==> config.mk <==
export PLATFORM = sky130hd
export DESIGN_NAME = watchdog_option_byte_config
export DESIGN_NICKNAME = d
export VERILOG_FILES = /design/src/pkg/wdt_cfg_pkg.sv /design/src/hw/watchdog_option_byte_config.sv
export SDC_FILE = /design/constraint.sdc
export NUM_CORES = 1
export LEC_CHECK = 0
export ABC_AREA = 0
export BUFFER_PORTS_ARGS = -buffer_cell sky130_fd_sc_hd__buf_4
export CAP_MARGIN = 40
export CORE_ASPECT_RATIO = 1.5
export CORE_MARGIN = 3
export CORE_UTILIZATION = 57
export DETAILED_ROUTE_END_ITERATION = 10
export PLACE_DENSITY_LB_ADDON = 0.12
export REMOVE_ABC_BUFFERS = 1
export SETUP_SLACK_MARGIN = 0.1
export SKIP_LAST_GASP = 1
export SLEW_MARGIN = 0
export SYNTH_ARGS = -nofsm -noshare
export SYNTH_HDL_FRONTEND = slang
export SYNTH_SLANG_ARGS = --single-unit
==> constraint.sdc <==
create_clock -name clock -period 3.2 [get_ports clock]
set_input_delay 0.64 -clock clock [delete_from_list [all_inputs] [get_ports clock]]
set_output_delay 0.64 -clock clock [all_outputs]
set_load 0.005 [all_outputs]
==> src/pkg/wdt_cfg_pkg.sv <==
package wdt_cfg_pkg;

	// ****************************************************************
	// Register map (byte addresses)
	// ****************************************************************
	localparam logic [7:0] ADDR_CLEAR    = 8'h00;
	localparam logic [7:0] ADDR_IACTL    = 8'h04;
	localparam logic [7:0] ADDR_STATUS   = 8'h08;
	localparam logic [7:0] ADDR_MASK     = 8'h0c;
	localparam logic [7:0] ADDR_COUNT    = 8'h10;
	localparam logic [7:0] ADDR_OPTBYTE  = 8'hc0;

	// ****************************************************************
	// Field positions and values
	// ****************************************************************
	localparam logic [7:0] CLEAR_KEY     = 8'hac;
	localparam int         IACTL_EN_BIT  = 0;
	localparam int         ST_INTERVAL   = 0;
	localparam int         ST_OVERFLOW   = 1;
	localparam int         ST_WINDOW     = 2;
	localparam int         ST_WIDTH      = 3;
	localparam logic [2:0] STATUS_RESET  = 3'h0;
	localparam logic [2:0] MASK_RESET    = 3'h0;
	localparam logic       IACTL_RESET   = 1'b0;
	localparam logic [7:0] OPT_RESET     = 8'h00;

	localparam logic [1:0] WIN_50        = 2'h1;
	localparam logic [1:0] WIN_75        = 2'h2;
	localparam logic [1:0] WIN_100       = 2'h3;

	localparam int         CNT_WIDTH     = 17;
	localparam int         LOAD_CYCLES   = 2;

	// ****************************************************************
	// Timing: low-speed oscillator tick derived from the bus clock
	// ****************************************************************
	localparam int CLK_PERIOD_PS  = 25000;
	localparam int LOSC_PERIOD_PS = 66666667;
	localparam int LOSC_DIV       = LOSC_PERIOD_PS / CLK_PERIOD_PS;

	// Option byte layout, bit 7 down to bit 0
	typedef struct packed {
		logic       intervalIrqEnable;
		logic [1:0] window;
		logic       autostartEnable;
		logic [2:0] overflowTimeSelect;
		logic       standbyCountEnable;
	} option_byte_t;

	typedef struct packed {
		logic        psel;
		logic        penable;
		logic        pwrite;
		logic [7:0]  paddr;
		logic [31:0] pwdata;
	} apb_req_t;

	typedef enum {LOADING, RUNNING, STOPPED, TRIPPED} wdt_state_t;

endpackage

==> src/hw/watchdog_option_byte_config.sv <==
// Overview of operation
// - Auto-start 0 keeps the counter stopped after reset, 1 starts it.
// - Window code 01B opens 50 %, 10B 75 %, 11B 100 % of overflow time.
// - Interval-interrupt bit 1 raises interval requests, 0 raises none.
// - Auto-start 1 forces invalid memory access detection on.
// - Writing key ACH to the clear register inside the open window restarts the count.
// - Standby-count bit 0 forces a 100 % window, ignoring the field.
// - Overflow-time code selects one of eight power-of-two periods.
// - The option byte is captured at every reset release.
//
// Implementation choice: the APB slave port.
module watchdog_option_byte_config #(
	parameter int LoscDiv = wdt_cfg_pkg::LOSC_DIV
) (
	input  wire logic        clock,          // 40 MHz bus clock
	input  wire logic        rst_n,          // Synchronous reset
	input  wire logic        psel,           // APB select
	input  wire logic        penable,        // APB enable
	input  wire logic        pwrite,         // APB direction
	input  wire logic [7:0]  paddr,          // APB byte address
	input  wire logic [31:0] pwdata,         // APB write data
	output logic      [31:0] prdata,         // APB read data
	output logic             pready,         // APB ready
	output logic             pslverr,        // APB error, unmapped
	input  wire logic [7:0]  optionByte,     // Nonvolatile option byte
	input  wire logic        standbyMode,    // Halt or stop mode
	output logic             irq,            // Level interrupt
	output logic             wdtResetReq,    // Held until system reset
	output logic             illegalAccessEn // Access detection on
);

	// ****************************************************************
	// Input synchronisers
	// ****************************************************************
	logic [7:0] optMeta_reg, optSync_reg;
	logic       stbyMeta_reg, stbySync_reg;

	always_ff @(posedge clock) begin
		if (!rst_n) begin
			optMeta_reg  <= 8'h00;
			optSync_reg  <= 8'h00;
			stbyMeta_reg <= 1'b0;
			stbySync_reg <= 1'b0;
		end else begin
			optMeta_reg  <= optionByte;
			optSync_reg  <= optMeta_reg;
			stbyMeta_reg <= standbyMode;
			stbySync_reg <= stbyMeta_reg;
		end
	end

	function automatic logic [16:0] ovfPeriod(input logic [2:0] sel);
		logic [4:0] e;
		e = 5'h6;
		case (sel)
			3'h0: e = 5'h6;
			3'h1: e = 5'h7;
			3'h2: e = 5'h8;
			3'h3: e = 5'h9;
			3'h4: e = 5'hb;
			3'h5: e = 5'hd;
			3'h6: e = 5'he;
			default: e = 5'h10;
		endcase
		ovfPeriod = 17'h1 << e;
	endfunction

	// ****************************************************************
	// State
	// ****************************************************************
	wdt_cfg_pkg::wdt_state_t   state_reg, state_next;
	wdt_cfg_pkg::option_byte_t opt_reg, opt_next;
	logic [1:0]  load_reg, load_next;
	logic [15:0] div_reg, div_next;
	logic [16:0] cnt_reg, cnt_next;
	logic [2:0]  status_reg, status_next;
	logic [2:0]  mask_reg, mask_next;
	logic        iactl_reg, iactl_next;
	logic [31:0] rdata_reg, rdata_next;
	logic        ready_reg, ready_next;
	logic        err_reg, err_next;
	logic        irq_reg, irq_next;
	logic        trip_reg, trip_next;
	logic        iaEn_reg, iaEn_next;

	wdt_cfg_pkg::apb_req_t req;
	logic        tick, wrDone, clrWrite, winOpen, countOn, mapped;
	logic [16:0] period, winStart;
	logic [2:0]  setBits, w1c;

	assign req = '{psel, penable, pwrite, paddr, pwdata};

	always_comb begin
		period   = ovfPeriod(opt_reg.overflowTimeSelect);
		winStart = 17'h0;
		if (opt_reg.standbyCountEnable) begin
			case (opt_reg.window)
				wdt_cfg_pkg::WIN_50: winStart = period >> 1;
				wdt_cfg_pkg::WIN_75: winStart = period >> 2;
				default:             winStart = 17'h0;
			endcase
		end
		winOpen = cnt_reg >= winStart;
		tick    = div_reg == 16'(LoscDiv - 1);
		// Frozen in standby unless counting there is enabled
		countOn = (state_reg == wdt_cfg_pkg::RUNNING) &&
			(!stbySync_reg || opt_reg.standbyCountEnable);
		mapped  = req.paddr inside {wdt_cfg_pkg::ADDR_CLEAR,
			wdt_cfg_pkg::ADDR_IACTL, wdt_cfg_pkg::ADDR_STATUS,
			wdt_cfg_pkg::ADDR_MASK, wdt_cfg_pkg::ADDR_COUNT,
			wdt_cfg_pkg::ADDR_OPTBYTE};
		wrDone   = req.psel && req.penable && ready_reg && req.pwrite &&
			!err_reg;
		clrWrite = wrDone && req.paddr == wdt_cfg_pkg::ADDR_CLEAR;

		// Defaults
		state_next  = state_reg;
		opt_next    = opt_reg;
		load_next   = load_reg;
		div_next    = tick ? 16'h0 : div_reg + 16'h1;
		cnt_next    = cnt_reg;
		mask_next   = mask_reg;
		iactl_next  = iactl_reg;
		trip_next   = trip_reg;
		setBits     = 3'h0;
		w1c         = 3'h0;

		case (state_reg)
			wdt_cfg_pkg::LOADING: begin
				// Waits for the synchronised byte before latching
				load_next = load_reg + 2'h1;
				if (load_reg == 2'(wdt_cfg_pkg::LOAD_CYCLES)) begin
					opt_next   = optSync_reg;
					state_next = optSync_reg[4] ?
						wdt_cfg_pkg::RUNNING : wdt_cfg_pkg::STOPPED;
				end
			end
			wdt_cfg_pkg::RUNNING: begin
				if (clrWrite) begin
					if (req.pwdata[7:0] == wdt_cfg_pkg::CLEAR_KEY &&
						winOpen) begin
						cnt_next = 17'h0;
					end else begin
						setBits[wdt_cfg_pkg::ST_WINDOW] = 1'b1;
						state_next = wdt_cfg_pkg::TRIPPED;
					end
				end else if (countOn && tick) begin
					if (cnt_reg == period - 17'h1) begin
						setBits[wdt_cfg_pkg::ST_OVERFLOW] = 1'b1;
						state_next = wdt_cfg_pkg::TRIPPED;
					end else begin
						cnt_next = cnt_reg + 17'h1;
					end
					// Interval request at 75 % of overflow
					if (opt_reg.intervalIrqEnable &&
						cnt_reg == period - (period >> 2) - 17'h1)
						setBits[wdt_cfg_pkg::ST_INTERVAL] = 1'b1;
				end
			end
			wdt_cfg_pkg::TRIPPED: trip_next = 1'b1;
			wdt_cfg_pkg::STOPPED: cnt_next = 17'h0;
			default: state_next = wdt_cfg_pkg::LOADING;
		endcase

		if (wrDone && req.paddr == wdt_cfg_pkg::ADDR_STATUS)
			w1c = req.pwdata[2:0];
		if (wrDone && req.paddr == wdt_cfg_pkg::ADDR_MASK)
			mask_next = req.pwdata[2:0];
		if (wrDone && req.paddr == wdt_cfg_pkg::ADDR_IACTL)
			iactl_next = req.pwdata[wdt_cfg_pkg::IACTL_EN_BIT];
		// Set beats a same-cycle clear
		status_next = (status_reg & ~w1c) | setBits;
		irq_next    = |(status_next & mask_next);
		iaEn_next   = iactl_next || opt_next.autostartEnable;

		// One wait state: answer in the second access cycle
		ready_next = req.psel && req.penable && !ready_reg;
		err_next   = ready_next && !mapped;
		rdata_next = rdata_reg;
		if (ready_next) begin
			case (req.paddr)
				wdt_cfg_pkg::ADDR_IACTL:   rdata_next = {31'h0, iactl_reg};
				wdt_cfg_pkg::ADDR_STATUS:  rdata_next = {29'h0, status_reg};
				wdt_cfg_pkg::ADDR_MASK:    rdata_next = {29'h0, mask_reg};
				wdt_cfg_pkg::ADDR_COUNT:   rdata_next = {15'h0, cnt_reg};
				wdt_cfg_pkg::ADDR_OPTBYTE: rdata_next = {24'h0, opt_reg};
				default:                   rdata_next = 32'h0;
			endcase
		end
	end

	always_ff @(posedge clock) begin
		if (!rst_n) begin
			state_reg  <= wdt_cfg_pkg::LOADING;
			opt_reg    <= wdt_cfg_pkg::OPT_RESET;
			load_reg   <= 2'h0;
			div_reg    <= 16'h0;
			cnt_reg    <= 17'h0;
			status_reg <= wdt_cfg_pkg::STATUS_RESET;
			mask_reg   <= wdt_cfg_pkg::MASK_RESET;
			iactl_reg  <= wdt_cfg_pkg::IACTL_RESET;
			rdata_reg  <= 32'h0;
			ready_reg  <= 1'b0;
			err_reg    <= 1'b0;
			irq_reg    <= 1'b0;
			trip_reg   <= 1'b0;
			iaEn_reg   <= 1'b0;
		end else begin
			state_reg  <= state_next;
			opt_reg    <= opt_next;
			load_reg   <= load_next;
			div_reg    <= div_next;
			cnt_reg    <= cnt_next;
			status_reg <= status_next;
			mask_reg   <= mask_next;
			iactl_reg  <= iactl_next;
			rdata_reg  <= rdata_next;
			ready_reg  <= ready_next;
			err_reg    <= err_next;
			irq_reg    <= irq_next;
			trip_reg   <= trip_next;
			iaEn_reg   <= iaEn_next;
		end
	end

	assign prdata          = rdata_reg;
	assign pready          = ready_reg;
	assign pslverr         = err_reg;
	assign irq             = irq_reg;
	assign wdtResetReq     = trip_reg;
	assign illegalAccessEn = iaEn_reg;

endmodule // watchdog_option_byte_config

==> results of run 1 <==
## cells in the mapped netlist, drive strengths merged (3+ instances only)
library cell | instances | area [sq um]
dfxtp | 92 | 1840
nand2 | 65 | 244
nor2 | 54 | 205
ha | 36 | 450
nand3 | 34 | 175
a21oi | 27 | 135
and2 | 26 | 163
buf | 26 | 181
clkbuf | 26 | 97.6
o21ai | 26 | 130
a21boi | 22 | 165
o211ai | 19 | 143
inv | 18 | 67.6
xnor2 | 15 | 131
and3 | 14 | 87.6
nand4 | 14 | 93.8
nand2b | 12 | 75.1
nor2b | 11 | 68.8
or3 | 11 | 78.8
nor3 | 10 | 50.1
o31ai | 10 | 75.1
xor2 | 10 | 87.6
nor3b | 7 | 52.6
mux2i | 6 | 60.1
nor4 | 6 | 88.8
a211oi | 5 | 37.5
a21o | 5 | 37.5
a221oi | 5 | 43.8
a22oi | 5 | 37.5
o21a | 5 | 37.5
a31oi | 4 | 25.0
mux2 | 4 | 45.0
or2 | 4 | 25.0
a32oi | 3 | 26.3
and4bb | 3 | 37.5
nand4b | 3 | 26.3
o211a | 3 | 30.0
## worst max-delay path by stage
stage                    end  slack, ns  cells after the start
2_1_floorplan            irq       0.33                     11
3_3_place_gp             irq       0.19                     11
3_5_place_dp   status_reg[0]       0.15                     12
4_1_cts        status_reg[0]       0.11                     14
5_1_grt           cnt_reg[4]     -0.006                     17
6_report          cnt_reg[4]       0.14                     17
## per-layer routing
metal | GRT usage | share of wire | up-vias
met2 | 0.475 | 0.54 | 128
li1 | - | - | 2576
met5 | 0 | 0 | -
met4 | 0.116 | 0.038 | 0
met3 | 0.0322 | 0.030 | 48
met1 | 0.302 | 0.39 | 2507
## where the power goes
part           internal (mW)  switching [mW]  leakage (nW)
Sequential              1.19          0.0340         0.751
Combinational          0.226           0.267          1.93
Clock                  0.627           0.488         0.156
Total                   2.04           0.789          2.84
## what timing repair did
item / 4_1_cts / 5_1_grt
gates resized for setup: 1 / 48
setup buffers: 0 / 6
gates cloned: 0 / 1
endpoints found under the setup margin: 2 / 19
pin swaps: 0 / 34
## cell families after synthesis
| family | count (synthesis) | share of synthesized area |
|---|---|---|
| other | 2 | 0.00132 |
| flip-flops | 92 | 0.325 |
| multiplexers | 10 | 0.0185 |
| AO/OA/AOI/OAI | 156 | 0.196 |
| adder cells (fa/ha/maj) | 36 | 0.0794 |
| AND/OR/NAND/NOR | 287 | 0.280 |
| buffers and inverters | 70 | 0.0611 |
| XOR/XNOR | 25 | 0.0386 |
## cell type report
cell class / count / share of cell area
tap: 115 / 0.0206
sequential: 92 / 0.265
inverter: 18 / 0.00966
timing repair buffer: 104 / 0.119
clock inverter: 7 / 0.0132
clock buffer: 9 / 0.0322
multi-input combinational: 546 / 0.541
==> impl_metrics.ini, run 1 <==
[outcome]
result_of_the_run = complete, no violations

[critical_path]
critical_path_rt_ns = 3.41
worst_path_buf_inv = 4
endpoint_kind = register
critical_path.top_delay_family = simple AND/OR/NAND/NOR gates
critical_path.startpoint = opt_reg[6]
critical_path.startpoint_type = register
timing.reg2reg.setup_slack_ns = 0.14
cpPeakStageDelay_ns = 0.36
crit_fanout = 8
crit_type = reg -> reg
r2r_end = cnt_reg[4]
rr_startpoint = opt_reg[6]
worst_path_arrival_time_ns = 3.26
timing.critical_path.slowest_stage_cell = sky130_fd_sc_hd__dfxtp_2
worst-r2r-cell-count = 17
cp_cell_sequence = inv_2 -> ha_4 -> nand2_1 -> nor2_1 -> buf_4 -> nand2_1 -> ha_4 -> nand4_1 -> nor3_2 -> nand4_1 -> a21oi_2 -> a21oi_2 -> buf_4 -> a2bb2oi_4 -> buf_12 -> o211ai_1 -> o31ai_1

[sta]
final.period_utilization = 0.955
finClkSkew_ns = 0.00638
finalWorstPathRequiredPeriod_ns = 3.06
worst_slew_margin_rel = 0.459
fmax_mhz = 327
hold_slack_ns = 0.433
number_of_hold_violations_in_the_final_report = 0
fin_ws_ns = 0.144
drv_slew = 0
totalNegativeSetupSlack_ns = 0
worstMarginPinSlew_ns = 0.805
setup_violations = 0

[detailed_routing]
drt_first_pass_iters = 5
detail_route.wirelength_microns = 14700
postRouteAntennaNets = 0
detail_route.vias_per_cell = 5.90
vias = 5259
number_of_design_rule_violations_left_after_detail_routing = 0
routedWlPerCell_microns = 16.5
detailedRoute.firstIterationViolations = 350

[worst_hold_path]
beginning_of_the_worst_hold_path = optMeta_reg[6]
hold_path_class = reg -> reg
worstHoldEndpoint = optSync_reg[6]
min_path_cells = 1

[synth]
ys_seq_elements = 92
syn-cell-area_sq_um = 5670
synth_cells = 678
postSynth.topFlopCell = sky130_fd_sc_hd__dfxtp_1
yosys.cell_types.count = 71
asyncSetResetFlopFracSynth = 0
synth-edff-count = 0
seq_area_frac_synth = 0.325
synthesis.area_per_instance_sq_um = 8.37
number_of_warnings_issued_by_yosys = 0

[clock_network]
cts_sinks = 92
worstSkewPairLatency_ns = 0.35
path_clk_slew_ns = 0.07
ctsHoldBuffers = 0
cts-htree-levels = 3
clockRootBuffer = sky130_fd_sc_hd__clkbuf_16
tritoncts_clock_tree = yes
cts_inserted_buffers = 9
cts.path.max_buffers = 2

[grt]
grt_pass1_vias = 4960
grt_pass1_wl_microns = 23600
initial_antenna_violation_count = 0
maximum_number_of_pins_on_one_net_before_global_route_repair = 63
globalRouteTotalUtil = 0.263
grt.overflow.total = 0

[cells_and_area]
layout_fillers = 775
end_of_flow_core_utilization = 0.722
mostFrequentLayoutCells = sky130_fd_sc_hd__buf_4, sky130_fd_sc_hd__dfxtp_1, sky130_fd_sc_hd__nand2_1, sky130_fd_sc_hd__nor2_1, sky130_fd_sc_hd__nand3_1
postLayoutCellArea_sq_um = 6990
final-seq-area_sq_um = 1850
multi_input_area_sq_um = 3780
layout.cells.most_common = sky130_fd_sc_hd__buf_4
num_antenna_cells = 0
area_growth_syn_to_layout_pct = 23.2
layout.nets = 861
final_layout_size_suffix_gt1_frac = 0.229
final_cells = 891

[floorplan]
die_height_microns = 128
placementRows = 44
initial_utilization = 0.586
core_region_area_sq_um = 9690
fp.dieW_microns = 87.5
floorplan.die_area_sq_um = 11200
total_i_o_pin_count = 91

[placed_design]
hpwlAfterDp_microns = 10900
place_ws_ns = 0.151
number_of_input_and_output_port_buffers_inserted = 51
post-place-cells = 868
place_congestion = 0.921
detailed_place.area_sq_um = 6400

[pwr]
irDropWorstVdd_v = 0.000448
static-leakage-power_nw = 2.84
power_consumption_mw = 2.83
p_per_area_nw_per_um2 = 405

[run]
cap_violations = 0
(Power assumes the default switching activity.)
==> run 2, diff against run 1 <==
- RECOVER_POWER: default -> 25
==> run 2 against run 1 <==
Total power barely moved; flip-flop and latch count did not move; via count rose by 0.40%; clock power barely moved; combinational power barely moved.
==> impl_metrics.ini, run 2 (synthesized netlist as in run 1, its figures left out) <==
[sta]
setup_violations = 0
worst_slew_margin_rel = 0.453
finClkSkew_ns = 0.00654
finalWorstPathRequiredPeriod_ns = 3.03
totalNegativeSetupSlack_ns = 0
worstMarginPinSlew_ns = 0.814
final.period_utilization = 0.947
fmax_mhz = 330
drv_slew = 0
number_of_hold_violations_in_the_final_report = 0

[cells_and_area]
final_layout_size_suffix_gt1_frac = 0.229
num_antenna_cells = 0
layout_fillers = 775
final_cells = 891
mostFrequentLayoutCells = sky130_fd_sc_hd__buf_4, sky130_fd_sc_hd__dfxtp_1, sky130_fd_sc_hd__nand2_1, sky130_fd_sc_hd__nor2_1, sky130_fd_sc_hd__nand3_1
layout.nets = 861
area_growth_syn_to_layout_pct = 23.2
multi_input_area_sq_um = 3780
layout.cells.most_common = sky130_fd_sc_hd__buf_4
final-seq-area_sq_um = 1850

[detailed_routing]
routedWlPerCell_microns = 16.4
number_of_design_rule_violations_left_after_detail_routing = 0
detail_route.wirelength_microns = 14700
vias = 5280
detailedRoute.firstIterationViolations = 335
drt_first_pass_iters = 5
detail_route.vias_per_cell = 5.93
postRouteAntennaNets = 0

[floorplan]
core_region_area_sq_um = 9690
fp.dieW_microns = 87.5
placementRows = 44
die_height_microns = 128
floorplan.die_area_sq_um = 11200
total_i_o_pin_count = 91
initial_utilization = 0.586

[clock_network]
clockRootBuffer = sky130_fd_sc_hd__clkbuf_16
cts_inserted_buffers = 9
cts-htree-levels = 3
path_clk_slew_ns = 0.07
cts_sinks = 92
cts.path.max_buffers = 2
worstSkewPairLatency_ns = 0.35
tritoncts_clock_tree = yes

[critical_path]
crit_fanout = 8
endpoint_kind = register
cpPeakStageDelay_ns = 0.36
critical_path.startpoint_type = register
critical_path_rt_ns = 3.42
cp_cell_sequence = inv_2 -> ha_4 -> nand2_1 -> nor2_1 -> buf_4 -> nand2_1 -> ha_4 -> nand4_1 -> nor3_2 -> nand4_1 -> a21oi_2 -> a21oi_2 -> buf_4 -> a2bb2oi_4 -> clkbuf_16 -> o211ai_1 -> o31ai_1
worst_path_arrival_time_ns = 3.25
timing.reg2reg.setup_slack_ns = 0.17
timing.critical_path.slowest_stage_cell = sky130_fd_sc_hd__dfxtp_2
crit_type = reg -> reg

[grt]
grt_pass1_wl_microns = 23600
globalRouteTotalUtil = 0.263
maximum_number_of_pins_on_one_net_before_global_route_repair = 63
grt.overflow.total = 0
initial_antenna_violation_count = 0
grt_pass1_vias = 4960

[pwr]
static-leakage-power_nw = 2.83
p_per_area_nw_per_um2 = 405
irDropWorstVdd_v = 0.000449

[outcome]
result_of_the_run = complete, no violations

[placed_design]
number_of_input_and_output_port_buffers_inserted = 51
hpwlAfterDp_microns = 10900
post-place-cells = 868
place_congestion = 0.921

[worst_hold_path]
hold_path_class = reg -> reg

[run]
cap_violations = 0
-- run 2: per-stage QoR --
step	area, sq um	util	hold WS, ns	total power, mW	worst slack [ns]
6_report	6990	0.722	0.433	2.83	0.168
5_1_grt	6990	0.722	0.446	2.96	-0.00614
3_3_place_gp	6400	0.661	0.413	1.69	0.194
4_1_cts	6730	0.694	0.437	2.82	0.109
3_5_place_dp	6400	0.661	0.420	1.71	0.151
2_1_floorplan	5510	-	0.412	1.53	0.326
-- run 2: critical path, delay by kind of cell, from the launching register on --
family,cells,cell delay (ns)
and+or+nand+nor,6,0.82
AOI/OAI and AO/OA,5,0.67
DFF,1,0.36
buffers and inverters,4,0.63
adders and majority gates,2,0.41
-- run 2: path summary, 6_finish.rpt --
check / start / end / cells past startpoint
worst max-delay path: opt_reg[6] / cnt_reg[11] / 17
worst min-delay path: optMeta_reg[6] / optSync_reg[6] / 1
worst max register to register: opt_reg[6] / cnt_reg[11] / 17
worst min register to register: optMeta_reg[6] / optSync_reg[6] / 1
-- run 2: report_power, final --
part	leakage (nW)	internal, mW	total, mW	switching (mW)
registers	0.751	1.19	1.22	0.0338
clock network	0.156	0.627	1.12	0.489
logic	1.92	0.225	0.493	0.268
total	2.83	2.04	2.83	0.791
-- run 2: timing repair --
action	CTS	global route
buffers inserted	0	6
hold buffers	0	0
endpoints found under the setup margin	2	19
pin swaps	0	34
cloned	0	1
gates resized for setup	1	48
-- run 2: final cells by class --
class,instances,share of cell area
clock buffer,9,0.0322
clock inverter,7,0.0132
inverter,18,0.00966
multi-input combinational,546,0.541
sequential,92,0.265
tap,115,0.0206
timing repair buffer,104,0.119
-- run 2: metal layers --
layer / vias to the layer above / track usage / share of wire / routed length [microns]
li1: 2580 / - / - / -
met1: 2512 / 0.302 / 0.38 / 5590
met2: 143 / 0.475 / 0.54 / 7980
met3: 45 / 0.0322 / 0.037 / 548
met4: 0 / 0.116 / 0.037 / 540
met5: - / 0 / 0 / 0
